===== config.mk =====
export PLATFORM = sky130hd
export DESIGN_NAME = can_lin_xcvr_irq_enable
export DESIGN_NICKNAME = d
export VERILOG_FILES = /design/src/include/xcvr_pkg.sv /design/src/include/mode_evt_if.sv /design/src/hdl/can_lin_xcvr_irq_enable.sv /design/src/hdl/mode_entry.sv /design/src/hdl/pend_flags.sv
export VERILOG_INCLUDE_DIRS = /design/src /design/src/include
export SDC_FILE = /design/constraint.sdc
export NUM_CORES = 1
export LEC_CHECK = 0
export ABC_AREA = 1
export BUFFER_PORTS_ARGS = -buffer_cell sky130_fd_sc_hd__buf_2
export CAP_MARGIN = 20
export CORE_UTILIZATION = 45
export DETAILED_ROUTE_END_ITERATION = 8
export PLACE_DENSITY = 0.71
export REMOVE_ABC_BUFFERS = 1
export SLEW_MARGIN = 20
export SYNTH_ARGS = -nofsm -noshare
export SYNTH_HDL_FRONTEND = slang
export SYNTH_SLANG_ARGS = --single-unit

===== constraint.sdc =====
create_clock -name clk -period 1.5 [get_ports clk]
set_clock_uncertainty 0.15 [all_clocks]
set_input_delay 0.15 -clock clk [delete_from_list [all_inputs] [get_ports clk]]
set_output_delay 0.15 -clock clk [all_outputs]
set_load 0.005 [all_outputs]

===== src/include/xcvr_defines.svh =====
// Register offsets, field positions, reset values for the transceiver block
`ifndef XCVR_DEFINES_SVH
`define XCVR_DEFINES_SVH

`define ADDR_XCVR_CTRL  7'h20
`define ADDR_XCVR_STAT  7'h22
`define ADDR_IRQ_EN     7'h23
`define ADDR_IRQ_PEND   7'h63

`define BIT_SILENCE     4
`define BIT_LIN_B       3
`define BIT_LIN_A       2
`define BIT_FAULT       1
`define BIT_WAKE        0

`define STAT_SILENCE    3
`define STAT_SUPPLY     1
`define STAT_FAULT      0

`define CTRL_CMC_LSB    0
`define CTRL_CSC_LSB    4

`define EN_RST          5'h00
`define EN_FSP          5'h01
`define PEND_RST        5'h00
`define CMC_RST         2'h0
`define CSC_RST         2'h1
`define CMC_LISTEN      2'h3
`define LANES_ALL       5'h1f
`define LANES_ONE_LIN   5'h17

`endif


===== src/include/xcvr_pkg.sv =====
// Types shared by the transceiver interrupt-enable modules
package xcvr_pkg;
  typedef enum logic [2:0] {
    mode_off,
    mode_forced_normal,
    mode_standby,
    mode_normal,
    mode_sleep,
    mode_rst,
    mode_overload,
    mode_fail_safe
  } sbc_mode_t;

  typedef enum logic [1:0] {
    xcvr_off,
    xcvr_offline,
    xcvr_listen_only,
    xcvr_active
  } xcvr_state_t;
endpackage


===== src/include/mode_evt_if.sv =====
// Mode-entry event carried from the mode tracker to the register logic
interface mode_evt_if;
  import xcvr_pkg::*;
  logic      entry;
  sbc_mode_t mode;
  modport src (output entry, output mode);
  modport dst (input entry, input mode);
endinterface


===== src/hdl/can_lin_xcvr_irq_enable.sv =====
// Transceiver interrupt enables, pending flags and mode-dependent registers
// Functional notes
// - Enable bits 7:5 written zero, read zero
// - Bit 4 gates bus-silence interrupt
// - Bit 3 gates second LIN wake interrupt
// - Bit 2 gates first LIN wake interrupt
// - Bit 1 gates CAN failure interrupt
// - Bit 0 gates CAN wake interrupt
// - Single-LIN variant: bit 3 reserved
// - Off/fail-safe entry reloads enables, flags, mode field; off also shutdown config
// - Standby reads fault and supply status zero
// - Normal transceiver state follows mode field, except shutdown (config nonzero, field not reset) forces off; standby: listen-only or offline
// - Forced normal: no access, reads zero
// - Enable byte decoded at 23h
// - Enables pair with pending byte at 63h
`include "xcvr_defines.svh"

module can_lin_xcvr_irq_enable
  import xcvr_pkg::*;
#(
  parameter int LIN_CHANNELS = 2
) (
  input  wire logic        clk,
  input  wire logic        arst_n,
  input  sbc_mode_t        sbc_mode,
  input  wire logic        reg_wr,
  input  wire logic        reg_rd,
  input  wire logic [6:0]  reg_addr,
  input  wire logic [7:0]  reg_wdata,
  output logic      [7:0]  reg_rdata,
  input  wire logic        bus_silence_evt,
  input  wire logic        lin_b_wake_evt,
  input  wire logic        lin_a_wake_evt,
  input  wire logic        can_fault_evt,
  input  wire logic        can_wake_evt,
  input  wire logic        bus_silence_timer_state,
  input  wire logic        can_fault_state,
  input  wire logic        can_supply_low,
  input  wire logic        can_shutdown_cond,
  output xcvr_state_t      xcvr_state,
  output logic             xcvr_irq
);

  function automatic logic reinit_mode(input sbc_mode_t m);
    return (m == mode_off) || (m == mode_fail_safe);
  endfunction

  function automatic xcvr_state_t state_of(input sbc_mode_t m,
                                           input logic [1:0] xcvr_mode_field,
                                           input logic shut);
    xcvr_state_t s;
    s = xcvr_offline;
    unique case (m)
      mode_off, mode_overload: s = xcvr_off;
      mode_forced_normal:      s = xcvr_active;
      mode_standby:
        s = (xcvr_mode_field == `CMC_LISTEN) ? xcvr_listen_only : xcvr_offline;
      mode_normal: begin
        if (shut && xcvr_mode_field != `CMC_RST) begin
          s = xcvr_off;
        end else if (xcvr_mode_field == `CMC_LISTEN) begin
          s = xcvr_listen_only;
        end else if (xcvr_mode_field != `CMC_RST) begin
          s = xcvr_active;
        end else begin
          s = xcvr_offline;
        end
      end
      mode_sleep, mode_rst, mode_fail_safe: s = xcvr_offline;
    endcase
    return s;
  endfunction

  localparam logic [4:0] LANES =
    (LIN_CHANNELS > 1) ? `LANES_ALL : `LANES_ONE_LIN;

  mode_evt_if mev ();

  logic [4:0]  en_q;
  logic [4:0]  pend_q;
  logic [4:0]  evt;
  logic [4:0]  pend_clr;
  logic [1:0]  cmc_q;
  logic [1:0]  csc_q;
  logic        fn;
  logic        reload;
  logic        fsp_entry;
  logic        off_entry;
  logic        wr_ok;
  logic [7:0]  rd_d;
  logic        stby;
  logic [4:0]  hit;

  mode_entry u_mode (
    .clk     (clk),
    .arst_n  (arst_n),
    .mode_in (sbc_mode),
    .mev     (mev.src)
  );

  assign fn        = (sbc_mode == mode_forced_normal);
  assign stby      = (sbc_mode == mode_standby);
  assign reload    = mev.entry && reinit_mode(mev.mode);
  assign fsp_entry = mev.entry && (mev.mode == mode_fail_safe);
  assign off_entry = mev.entry && (mev.mode == mode_off);
  assign wr_ok     = reg_wr && !fn;

  // Event lanes, bit 3 only present with two LIN channels
  assign evt = {bus_silence_evt, lin_b_wake_evt, lin_a_wake_evt,
                can_fault_evt, can_wake_evt} & LANES;

  assign pend_clr = (wr_ok && reg_addr == `ADDR_IRQ_PEND) ?
                    (reg_wdata[4:0] & LANES) : 5'h00;

  pend_flags #(.W(5)) u_pend (
    .clk     (clk),
    .arst_n  (arst_n),
    .init    (reload),
    .set     (evt),
    .clr     (pend_clr),
    .flags_q (pend_q)
  );

  // Enable byte
  always_ff @(posedge clk or negedge arst_n) begin
    if (!arst_n) begin
      en_q <= `EN_RST;
    end else if (fsp_entry) begin
      en_q <= `EN_FSP;
    end else if (off_entry) begin
      en_q <= `EN_RST;
    end else if (wr_ok && reg_addr == `ADDR_IRQ_EN) begin
      en_q <= reg_wdata[4:0] & LANES;
    end
  end

  // Transceiver control: mode field and shutdown configuration
  always_ff @(posedge clk or negedge arst_n) begin
    if (!arst_n) begin
      cmc_q <= `CMC_RST;
      csc_q <= `CSC_RST;
    end else if (off_entry) begin
      cmc_q <= `CMC_RST;
      csc_q <= `CSC_RST;
    end else if (fsp_entry) begin
      cmc_q <= `CMC_RST;
    end else if (wr_ok && reg_addr == `ADDR_XCVR_CTRL) begin
      cmc_q <= reg_wdata[`CTRL_CMC_LSB +: 2];
      csc_q <= reg_wdata[`CTRL_CSC_LSB +: 2];
    end
  end

  // Read multiplexer
  always_comb begin
    rd_d = 8'h00;
    if (!fn) begin
      unique case (reg_addr)
        `ADDR_IRQ_EN:   rd_d = {3'h0, en_q};
        `ADDR_IRQ_PEND: rd_d = {3'h0, pend_q};
        `ADDR_XCVR_CTRL: begin
          rd_d[`CTRL_CMC_LSB +: 2] = cmc_q;
          rd_d[`CTRL_CSC_LSB +: 2] = csc_q;
        end
        `ADDR_XCVR_STAT: begin
          rd_d[`STAT_SILENCE] = bus_silence_timer_state;
          rd_d[`STAT_SUPPLY]  = can_supply_low && !stby;
          rd_d[`STAT_FAULT]   = can_fault_state && !stby;
        end
        default: rd_d = 8'h00;
      endcase
    end
  end

  always_ff @(posedge clk or negedge arst_n) begin
    if (!arst_n) begin
      reg_rdata <= 8'h00;
    end else if (reg_rd) begin
      reg_rdata <= rd_d;
    end
  end

  // Each pending flag gated by its own enable
  assign hit[`BIT_SILENCE] = pend_q[`BIT_SILENCE]
                             & en_q[`BIT_SILENCE];
  assign hit[`BIT_LIN_B]   = pend_q[`BIT_LIN_B]
                             & en_q[`BIT_LIN_B];
  assign hit[`BIT_LIN_A]   = pend_q[`BIT_LIN_A]
                             & en_q[`BIT_LIN_A];
  assign hit[`BIT_FAULT]   = pend_q[`BIT_FAULT]
                             & en_q[`BIT_FAULT];
  assign hit[`BIT_WAKE]    = pend_q[`BIT_WAKE]
                             & en_q[`BIT_WAKE];

  // Interrupt request: any pending flag whose enable is set
  always_ff @(posedge clk or negedge arst_n) begin
    if (!arst_n) begin
      xcvr_irq <= 1'b0;
    end else begin
      xcvr_irq <= |hit;
    end
  end

  always_ff @(posedge clk or negedge arst_n) begin
    if (!arst_n) begin
      xcvr_state <= xcvr_off;
    end else begin
      xcvr_state <= state_of(sbc_mode, cmc_q,
                             can_shutdown_cond && csc_q != 2'h0);
    end
  end
endmodule


===== src/hdl/mode_entry.sv =====
// Detects entry into a new operating mode
module mode_entry
  import xcvr_pkg::*;
(
  input  wire logic  clk,
  input  wire logic  arst_n,
  input  sbc_mode_t  mode_in,
  mode_evt_if.src    mev
);
  sbc_mode_t mode_q;

  always_ff @(posedge clk or negedge arst_n) begin
    if (!arst_n) begin
      mode_q <= mode_off;
    end else begin
      mode_q <= mode_in;
    end
  end

  assign mev.entry = (mode_in != mode_q);
  assign mev.mode  = mode_in;
endmodule


===== src/hdl/pend_flags.sv =====
// Sticky pending flags: set wins over clear, mode reload wins over both
module pend_flags #(
  parameter int W = 5
) (
  input  wire logic         clk,
  input  wire logic         arst_n,
  input  wire logic         init,
  input  wire logic [W-1:0] set,
  input  wire logic [W-1:0] clr,
  output logic      [W-1:0] flags_q
);
  for (genvar i = 0; i < W; i++) begin : g_flag
    always_ff @(posedge clk or negedge arst_n) begin
      if (!arst_n) begin
        flags_q[i] <= 1'b0;
      end else if (init) begin
        flags_q[i] <= 1'b0;
      end else if (set[i]) begin
        flags_q[i] <= 1'b1;
      end else if (clr[i]) begin
        flags_q[i] <= 1'b0;
      end
    end
  end
endmodule


[Word-level counts from Yosys, hierarchy flattened]
Cells that the tools add are included.
Operators by class
  mux-type cells: 35
  bitwise gates (word level): 5
  equal/unequal tests: 14
  reductions and logical operators: 29
Operator list (number)
  $eq A7 B6 Y1 const B: 3
  $reduce_bool A3 Y1: 7
  $mux W2: 10
  $mux W5: 4
  $mux W1: 15
  $eq A3 B3 Y1 const B: 4
  $logic_and A1 B1 Y1: 11
  $pmux W2 S5: 1
  $pmux W2 S4: 1
  $eq A7 B7 Y1 const B: 1
  $eq A3 B2 Y1 const B: 2
  $mux W6: 1
  $pmux W2 S3: 1
  $reduce_bool A2 Y1: 3
  $and A1 B1 Y1: 5
  $reduce_or A5 Y1: 1
  $eq A3 B1 Y1 const B: 1
  $logic_not A3 Y1: 1
  $ne A3 B3 Y1: 1
  $pmux W1 S3: 1
  $reduce_or A3 Y1: 1
  $eq A2 B2 Y1 const B: 1
  $logic_not A1 Y1: 2
  $ne A2 B1 Y1 const B: 1
  4 further kinds: 4
Word-level totals
  bits in registers: 28
  logic and storage cells: 95

[Depth between registers and ports, before layout]
Gate-level depths: netlist of run 1.
  depth in word-level cells: 8
  depth in mapped cells: 10

[Modules after synthesis]
A second synthesis of run 1 with hierarchy kept.
Unflattened totals
  cell total of the unflattened synthesis: 211
  area total of the unflattened synthesis: 1580.3 µm²
Modules (own cells, without submodules)
  can_lin_xcvr_irq_enable: cells each 168, area an instance 1224.9 µm², instances 1
  pend_flags: cells each 25, area an instance 206.4 µm², instances 1
  mode_entry: cells each 18, area an instance 148.9 µm², instances 1

[Worst setup path before layout of run 1]
OpenSTA, ideal clock, no wires.
  kind: flip-flop to flip-flop
  start point: register u_mode.mode_q[2]
  end point: register cmc_q[1]
  buffers on the path: 0
  setup time: 0.076 ns
  clock period less this slack: 1.197 ns
  required time: 1.274 ns
  setup slack: 0.303 ns
  arrival: 0.971 ns
  stages on the path, launching flop included: 6
  cell sequence: dfrtp_1 > xnor2_1 > nand3_2 > o21ai_2 > nand2_2 > o21ai_1
Between the ends
  longest elaborated chain between the ends: 4
  elaborated cells between the ends (all ways): 6
Ends and longest elaborated chain
  start: declaration: RTL line mode_entry.sv:10  | sbc_mode_t mode_q;
  start signal: assignment: RTL line mode_entry.sv:14  | mode_q <= mode_off;
  start signal: assignment: RTL line mode_entry.sv:16  | mode_q <= mode_in;
  $ne A3 B3 Y1 *: RTL line mode_entry.sv:20  | assign mev.entry = (mode_in != mode_q);
  $logic_and A1 B1 Y1: RTL line can_lin_xcvr_irq_enable.sv:104  | assign fsp_entry = mev.entry && (mev.mode == mode_fail_safe);
  $mux W2: RTL line can_lin_xcvr_irq_enable.sv:145  | end else if (fsp_entry) begin
  $mux W2: RTL line can_lin_xcvr_irq_enable.sv:142  | end else if (off_entry) begin
  end signal: assignment: RTL line can_lin_xcvr_irq_enable.sv:143  | cmc_q <= `CMC_RST;
  end signal: assignment: RTL line can_lin_xcvr_irq_enable.sv:146  | cmc_q <= `CMC_RST;
  end signal: assignment: RTL line can_lin_xcvr_irq_enable.sv:148  | cmc_q <= reg_wdata[`CTRL_CMC_LSB +: 2];
  end: declaration: RTL line can_lin_xcvr_irq_enable.sv:83  | logic [1:0] cmc_q;
Every way passes the cells marked *; elsewhere a longest branch is shown, timed or not.
A chain may end at the register's enable or synchronous reset.

[Worst setup path in the final report of run 1]
Ends and elaborated chain as after synthesis.

==> flow_summary.yaml, run 1 <==
critical_path:
  critPathSlowestCell: "dfrtp_1"
  cp.arrival_ns: 1.41
  critical_path.startpoint: "u_mode.mode_q[2]$_DFF_PN0_"
  regToRegStartpoint: "u_mode.mode_q[2]$_DFF_PN0_"
  cp-start-kind: "flip-flop"
  cpPeakStageDelay_ns: 0.40
  timing.critical_path.buf_inv: 0
  crit_path_cell_trace: "xnor2_1, nand3_2, o21ai_4, nand2_2, o21ai_1"
  worst_ep_required_time_ns: 1.61
  regToRegSetupSlack_ns: 0.20
  timing_worst_setup_path_type: "flip-flop to flip-flop"
  path_max_fanout: 8
  timing.critical_path.max_delay_family: "flip-flops"
  cp-end-kind: "flip-flop"
sta:
  fin_setup_tns_ns: 0
  maxSlewHeadroom_pct: 62.0
  final_critical_path_setup_slack_ns: 0.199
  fin_crit_sh_pct: 86.7
  minimum_clock_period_after_layout_ns: 1.30
  setup_viol: 0
  worst_slew_pin_slew_ns: 0.570
  fmax_ghz: 0.769
  report.final.slew_viol_count: 0
  fin_worst_hold_slack_ns: 0.0372
  grt_setup_unrepaired: "no"
  hold_viol_final: 0
synth:
  synth_xor_xnor_area_share_pct: 0.596
  synth-compound-area-share_pct: 6.64
  synthSimpleGateAreaFrac_pct: 40.2
  synth_top_family_by_area: "simple AND/OR/NAND/NOR gates"
  synthAdderAreaFrac_pct: 0
  summed_instance_area_of_the_synthesized_netlist_um2: 1470
  ys_seq_elements: 26
  async_reset_ff_share_pct: 100
  ys.flop_type: "dfrtp_1"
  muxShareOfSynthArea_pct: 0
  synth_sequential_area_ratio_pct: 44.3
  synth.lib_cells_used.distinct: 26
  postSynthCellCount: 203
  number_of_enable_type_register_cells_in_the_synthesized_netlist: 0
  synth.yosys.warnings: 0
  syn_avg_cell_area_um2: 7.24
min_path:
  hold_path.class: "primary input to flip-flop"
  holdCritStartpoint: "can_shutdown_cond"
grt:
  grt_max_degree: 27
  grt-ovfl-total: 0
  grt_pass1_wl_mm: 5.46
  global_router_s_overall_resource_usage_pct: 21.1
  via_count_of_the_first_global_routing_pass: 1304
  antenna_found_initial: 0
outcome:
  outcome: "completed"
clocking:
  worstSkewPairLatency_ns: 0.32
  total_clock_sinks: 26
  numCtsBuffers: 3
  cts.clk_slew.worst_paths_ns: 0.14
  clockBufferDepth: 2
  htree_num_levels: 1
  cts_root_buf: "clkbuf_4"
  clock_tree_from_tritoncts: "done"
place:
  dp_hpwl_mm: 2.39
  gp_routability_congestion: 0.790
  io_buffers: 37
  dpl_worst_slack_ns: 0.125
floorplanning:
  num_io_pins: 42
  die_w_um: 59.2
  placeableCoreArea_um2: 3080
  die-height_um: 59.2
  num_rows: 20
  floorplan.initialDensity_pct: 47.8
  die_area_um2: 3500
layout:
  finish.net_count: 290
  layout.area.seq_um2: 652
  insertedDiodeCount: 0
  area_growth_pct: 32.5
  fillCellCount: 287
  multi_input_area_um2: 736
  fraction_of_layout_instances_using_a_drive_strength_above_1_pct: 23.6
pwr:
  power_density_relative_to_cell_area_nw_per_um2: 771
  cellLeakagePower_nw: 1.08
  ir_worst_vdd_v: 0.000474
routing:
  drt_pass1_iterations: 4
  viasPerCell: 4.73
  wl_per_cell_um: 10.8
  ant_nets: 0
  detailroute.via_count: 1427
  route.final.wire_length_mm: 3.27
  initialDrtViolationCount: 40
  detail_route.drc_violations: 0
run:
  drv_cap: 0
power by group:
part	internal [mW]	switching [mW]	leakage, nW
Clock	0.270	0.210	0.0279
Sequential	0.747	0.0306	0.331
Combinational	0.108	0.135	0.724
Total	1.13	0.376	1.08
per-stage QoR:
step | std cells | instance area [um^2] | total power, mW | utilization [%]
floorplan | 202 | 1460 | 0.891 | -
global route | 302 | 1950 | 1.59 | 63.3
global placement | 283 | 1700 | 0.986 | 55.2
CTS | 304 | 1920 | 1.51 | 62.4
finish | 302 | 1950 | 1.50 | 63.3
detailed placement | 283 | 1700 | 0.991 | 55.2
cells by family after synthesis:
family,after synthesis
simple gates,131
buf+inv,28
flops,26
compound gates,16
xor+xnor,1
other cells,1
layout by cell type, fill, tap and decap left out, drive strengths merged, types with 2 or more instances in the layout:
| cell type | instances |
|---|---|
| a21oi | 8 |
| conb | 2 |
| o21ai | 4 |
| nand3 | 28 |
| dlymetal6s4s | 2 |
| clkbuf | 3 |
| dfrtp | 25 |
| nand2 | 82 |
| nor2 | 20 |
| buf | 35 |
| dlygate4sd3 | 15 |
| inv | 25 |
timing repair:
| action | 4_1_cts | 5_1_grt |
|---|---|---|
| gates resized for setup | 0 | 7 |
| hold buffers | 17 | 0 |
| setup endpoints to repair | 0 | 15 |
| hold endpoints to repair | 48 | 0 |
| setup buffers | 0 | 0 |
flip-flops by register name, indices dropped and copies added (netlist names):
name / count
cmc_q: 2
csc_q: 2
en_q: 5
reg_rdata: 6
u_mode.mode_q: 3
u_pend.flags_q: 5
xcvr_irq: 1
xcvr_state: 2
worst register-to-register path: cells and delay by family (launching register included):
kind                      cells  cell delay, ns
DFF                           1            0.40
xor gates and xnor gates      1            0.18
and+or+nand+nor               2            0.22
AOI/OAI and AO/OA             2            0.28
final timing paths:
path | to | depth (start not counted)
min reg2reg | csc_q[0]$_DFFE_PN1P_ | 2
min | xcvr_state[1]$_DFF_PN0_ | 3
min in group asynchronous | u_pend.flags_q[1]$_DFFE_PN0P_ | 2
max | cmc_q[1]$_DFFE_PN0P_ | 5
max in group asynchronous | csc_q[0]$_DFFE_PN1P_ | 2
max reg2reg | cmc_q[1]$_DFFE_PN0P_ | 5
layout make-up:
class / instances / share of cell area, %
inverter: 26 / 5.27
multi-input combinational: 150 / 37.8
timing repair buffer: 52 / 18.0
tap: 44 / 2.83
clock buffer: 3 / 1.16
clock inverter: 1 / 1.54
sequential: 26 / 33.5
cells in the mapped netlist (2+ instances only):
cell type  instances  area [um^2]
a21oi_1            8         40.0
buf_4              2         15.0
dfrtp_1           25          626
inv_1             19         71.3
inv_2              4         15.0
inv_4              2         12.5
nand2_1           75          282
nand2_2            5         31.3
nand2_4            2         22.5
nand3_1           26          130
nand3_2            2         20.0
nor2_1            16         60.1
nor2_4             3         33.8
o21ai_1            2         10.0
routing by layer:
layer / up-vias / share of wire [%] / global-route usage, %
met5: - / 0 / 0
li1: 751 / - / -
met1: 636 / 46 / 27.2
met4: 0 / 1.3 / 7.14
met3: 5 / 3.6 / 2.62
met2: 35 / 49 / 36.5
Power figures use the tool's default switching activity.
==> inputs of run 2 (changes only) <==
Settings changed: CORE_ASPECT_RATIO set to 0.5, GPL_TIMING_DRIVEN set to 0.
==> flow_summary.yaml, run 2 (synthesis results as in run 1) <==
critical_path:
  regToRegStartpoint: "u_mode.mode_q[2]$_DFF_PN0_"
  critical_path.startpoint: "u_mode.mode_q[2]$_DFF_PN0_"
  cp.arrival_ns: 1.44
  timing_worst_setup_path_type: "flip-flop to flip-flop"
  cp-end-kind: "flip-flop"
  crit_path_cell_trace: "xnor2_1, nand3_2, o21ai_2, inv_4, a21oi_1"
  cp-start-kind: "flip-flop"
  path_max_fanout: 8
  timing.critical_path.max_delay_family: "flip-flops"
  timing.critical_path.buf_inv: 1
  worst_ep_required_time_ns: 1.55
  cpPeakStageDelay_ns: 0.38
  critPathSlowestCell: "dfrtp_1"
sta:
  grt_setup_unrepaired: "no"
  fin_crit_sh_pct: 92.9
  minimum_clock_period_after_layout_ns: 1.39
  setup_viol: 0
  maxSlewHeadroom_pct: 61.6
  fmax_ghz: 0.718
  report.final.slew_viol_count: 0
  final_critical_path_setup_slack_ns: 0.107
  worst_slew_pin_slew_ns: 0.576
  fin_setup_tns_ns: 0
  hold_viol_final: 0
  fin_worst_hold_slack_ns: 0.0275
pwr:
  power_density_relative_to_cell_area_nw_per_um2: 773
  ir_worst_vdd_v: 0.000377
  post-layout-total-power_mw: 1.47
  cellLeakagePower_nw: 1.06
routing:
  dr_wl_met2_mm: 1.47
  ant_nets: 0
  viasPerCell: 4.83
  drt-met1-wl_mm: 1.64
  wl_per_cell_um: 11.1
  detail_route.drc_violations: 0
  detailroute.via_count: 1439
  drt_pass1_iterations: 4
  maxUsedRoutingLayer: "met4"
  initialDrtViolationCount: 73
  route.final.wire_length_mm: 3.32
  met3_wirelength_um: 192
grt:
  grt_pass1_wl_mm: 5.74
  grt-ovfl-total: 0
  antenna_found_initial: 0
  global_router_s_overall_resource_usage_pct: 20.9
  grt_max_degree: 27
  via_count_of_the_first_global_routing_pass: 1302
layout:
  fraction_of_layout_instances_using_a_drive_strength_above_1_pct: 24.0
  largest_reg_flops: 6
  most_common_cell_after_layout_fill_and_taps_aside: "nand2_1"
  summed_area_of_non_filler_cells_in_the_final_layout_um2: 1900
  finish.net_count: 290
  post-route-util_pct: 62.3
  insertedDiodeCount: 0
  fillCellCount: 293
  finalNonFillerCells: 298
  largest_register: "reg_rdata"
  area_growth_pct: 29.2
  layout_top_registers: "reg_rdata: 6 flops, en_q: 5 flops, u_pend.flags_q: 5 flops"
  top_library_cells_by_usage_in_the_layout_fill_and_taps_aside: "nand2_1 (75), buf_2 (37), nand3_1 (26)"
place:
  io_buffers: 37
  gp_routability_congestion: 0.775
  dpl_worst_slack_ns: 0.131
  dp_hpwl_mm: 2.50
  post_place_cell_area_um2: 1690
  place_inst: 279
floorplanning:
  num_io_pins: 42
  die_w_um: 82.8
  num_rows: 14
  die-height_um: 42.4
  placeableCoreArea_um2: 3050
  floorplan.initialDensity_pct: 48.2
  die_area_um2: 3510
clocking:
  cts_root_buf: "clkbuf_8"
  cts_resized: 0
  worstSkewPairLatency_ns: 0.27
  cts.clk_slew.worst_paths_ns: 0.09
  numCtsBuffers: 3
  cts_setup_buffers: 0
  ctsHoldBuffers: 14
  clockBufferDepth: 2
  total_clock_sinks: 26
  clock_tree_from_tritoncts: "done"
  htree_num_levels: 1
min_path:
  hold_path.class: "primary input to flip-flop"
  holdCritStartpoint: "bus_silence_timer_state"
outcome:
  outcome: "completed"
run:
  drv_cap: 0
==> run 2: cell types whose count changed in the layout (fill, tap and decap cells not counted), sizes merged <==
cell / delta
buf: +2
dlymetal6s4s: -2
bufinv: -1
clkbuf: +1
==> run 2: power breakdown <==
part | switching, mW | total [mW] | internal [mW]
Combinational | 0.130 | 0.232 | 0.103
Sequential | 0.0305 | 0.777 | 0.746
Clock | 0.223 | 0.458 | 0.235
==> run 2: final cells by class <==
class	count	area, um^2	share of cell area (%)
inverters	26	103	5.40
repair buffers	52	335	17.7
multi-input cells	150	704	37.1
well taps	40	50.0	2.64
flip-flops and latches	26	652	34.3
clock buffers	4	55.1	2.90
==> run 2: final timing paths <==
path / cells past startpoint / slack [ns] / endpoint
setup / recovery: 5 / 0.11 / en_q[4]$_DFFE_PN0P_
min in group asynchronous: 2 / 0.25 / u_pend.flags_q[4]$_DFFE_PN0P_
max in group asynchronous: 2 / 0.57 / csc_q[0]$_DFFE_PN1P_
hold reg to reg: 2 / 0.33 / reg_rdata[2]$_DFFE_PN0P_
hold / removal: 5 / 0.03 / reg_rdata[3]$_DFFE_PN0P_
setup reg to reg: 5 / 0.11 / en_q[4]$_DFFE_PN0P_
==> run 2: per-layer routing <==
| layer | GRT usage (%) | vias to the layer above |
|---|---|---|
| met1 | 28.0 | 646 |
| met3 | 5.12 | 2 |
| met5 | 0 | - |
| met2 | 35.4 | 43 |
| li1 | - | 748 |
| met4 | 3.45 | 0 |
==> run 2: worst register-to-register path, cell delays in order (launching register included) <==
cell and delay, ns:
dfrtp_1 0.38, xnor2_1 0.20, nand3_2 0.12, o21ai_2 0.20, inv_4 0.11, a21oi_1 0.16
==> inputs of run 3 (changes only) <==
Settings changed: CELL_PAD_IN_SITES_DETAIL_PLACEMENT set to 0, CELL_PAD_IN_SITES_GLOBAL_PLACEMENT set to 1, CORE_UTILIZATION 45 to 36, PLACE_DENSITY 0.71 to unset, PLACE_DENSITY_LB_ADDON set to 0.1.
==> flow_summary.yaml, run 3 (synthesis results as in run 1) <==
pwr:
  netSwitchingFraction_pct: 24.2
  p_int_mw: 1.21
  power.share.clock_pct: 36.6
  post-layout-total-power_mw: 1.59
  ir_worst_vdd_v: 0.000473
  power.combinational.fraction_pct: 14.8
  seq_power_share_pct: 48.7
  switching_power_mw: 0.385
  cellLeakagePower_nw: 1.07
  power_density_relative_to_cell_area_nw_per_um2: 822
layout:
  largest_register: "reg_rdata"
  finalNonFillerCells: 309
  top_library_cells_by_usage_in_the_layout_fill_and_taps_aside: "nand2_1 (75), buf_2 (37), nand3_1 (26)"
  area_growth_pct: 31.7
  fillCellCount: 385
  finish.net_count: 290
  largest_reg_flops: 6
  layout_top_registers: "reg_rdata: 6 flops, en_q: 5 flops, u_pend.flags_q: 5 flops"
  insertedDiodeCount: 0
  most_common_cell_after_layout_fill_and_taps_aside: "nand2_1"
  fraction_of_layout_instances_using_a_drive_strength_above_1_pct: 24.0
  summed_area_of_non_filler_cells_in_the_final_layout_um2: 1940
  post-route-util_pct: 52.9
sta:
  grt_setup_unrepaired: "no"
  fin_crit_sh_pct: 87.0
  maxSlewHeadroom_pct: 60.4
  hold_viol_final: 0
  fmax_ghz: 0.766
  minimum_clock_period_after_layout_ns: 1.31
  report.final.slew_viol_count: 0
  fin_worst_hold_slack_ns: 0.0541
  fin_setup_tns_ns: 0
  setup_viol: 0
  worst_slew_pin_slew_ns: 0.594
  final_critical_path_setup_slack_ns: 0.195
min_path:
  worst_hold_path_cells: 4
  holdCritStartpoint: "reg_rd"
  hold_path.class: "primary input to flip-flop"
  min_delay_worst_endpoint: "reg_rdata[2]$_DFFE_PN0P_"
floorplanning:
  floorplan.initialDensity_pct: 40.2
  num_rows: 15
  num_io_pins: 42
  die_area_um2: 4360
  placeableCoreArea_um2: 3660
  die-height_um: 47.2
  die_w_um: 92.4
routing:
  detailroute.via_count: 1427
  viasPerCell: 4.62
  route.final.wire_length_mm: 3.60
  drt_pass1_iterations: 4
  ant_nets: 0
  wl_per_cell_um: 11.6
  initialDrtViolationCount: 54
  detail_route.drc_violations: 0
clocking:
  cts.clk_slew.worst_paths_ns: 0.09
  total_clock_sinks: 26
  clockBufferDepth: 2
  cts_setup_buffers: 0
  htree_num_levels: 1
  numCtsBuffers: 3
  cts_root_buf: "clkbuf_8"
  worstSkewPairLatency_ns: 0.27
  clock_tree_from_tritoncts: "done"
outcome:
  outcome: "completed"
grt:
  grt-ovfl-total: 0
  global_router_s_overall_resource_usage_pct: 18.7
  grt_pass1_wl_mm: 5.99
  grt_max_degree: 27
  via_count_of_the_first_global_routing_pass: 1307
  antenna_found_initial: 0
critical_path:
  regToRegStartpoint: "u_mode.mode_q[2]$_DFF_PN0_"
  critical_path.reg2reg.endpoint: "cmc_q[1]$_DFFE_PN0P_"
  worst_ep_required_time_ns: 1.55
  cp.arrival_ns: 1.36
  worst_r2r_path_depth: 5
  timing_worst_setup_path_type: "flip-flop to flip-flop"
  cp-end-kind: "flip-flop"
  path_max_fanout: 8
  regToRegSetupSlack_ns: 0.19
  cp-start-kind: "flip-flop"
place:
  gp_routability_congestion: 0.776
  post_place_cell_area_um2: 1710
  io_buffers: 37
  place_inst: 290
  dpl_worst_slack_ns: 0.0948
  dp_hpwl_mm: 2.75
run:
  drv_cap: 0
run 3: changes by cell type in the layout (fill, tap and decap cells not counted), sizes merged:
cell    previous run  this run
bufinv             0         1
clkbuf             4         3
run 3: layout make-up:
| type | instances | area [um^2] | area share, % |
|---|---|---|---|
| clock buffers | 3 | 41.3 | 2.13 |
| clock inverters | 1 | 30.0 | 1.55 |
| inverters | 26 | 103 | 5.30 |
| multi-input cells | 150 | 712 | 36.8 |
| flip-flops and latches | 26 | 652 | 33.7 |
| well taps | 51 | 63.8 | 3.29 |
| repair buffers | 52 | 335 | 17.3 |
run 3: worst max path at each step:
stage                          startpoint  cells past startpoint                   end  slack [ns]
2_1_floorplan  u_mode.mode_q[2]$_DFF_PN0_                      5  cmc_q[1]$_DFFE_PN0P_        0.30
3_3_place_gp                  reg_addr[4]                     11  csc_q[1]$_DFFE_PN0P_        0.12
3_5_place_dp                  reg_addr[4]                     11  csc_q[1]$_DFFE_PN0P_        0.09
4_1_cts        u_mode.mode_q[2]$_DFF_PN0_                      5  cmc_q[1]$_DFFE_PN0P_        0.14
5_1_grt        u_mode.mode_q[2]$_DFF_PN0_                      5   en_q[3]$_DFFE_PN0P_        0.02
6_report       u_mode.mode_q[2]$_DFF_PN0_                      5  cmc_q[1]$_DFFE_PN0P_        0.19
run 3: critical path: stages (launching register included):
cell,delay [ns]
dfrtp_1,0.38
xnor2_1,0.19
nand3_2,0.14
o21ai_4,0.15
nand2_2,0.09
o21ai_1,0.13
run 3: power groups by stage:
stage               logic, mW  registers, mW  clock network (mW)
finish                  0.235          0.775               0.582
global route            0.266          0.780               0.641
CTS                     0.235          0.775               0.605
detailed placement      0.205          0.789                   0
global placement        0.203          0.788                   0
floorplan               0.109          0.782                   0
run 3: layer usage:
layer / wire [um] / vias to the layer above / GRT usage (%)
li1: - / 749 / -
met5: 0 / - / 0
met4: 8 / 0 / 2.81
met3: 204 / 2 / 5.02
met1: 1860 / 645 / 25.8
met2: 1520 / 31 / 30.7
run 3: what timing repair did:
action	4_1_cts	5_1_grt
gates resized for setup	0	1
endpoints found under the setup margin	0	3
endpoints found under the hold margin	40	0
hold buffers	15	0
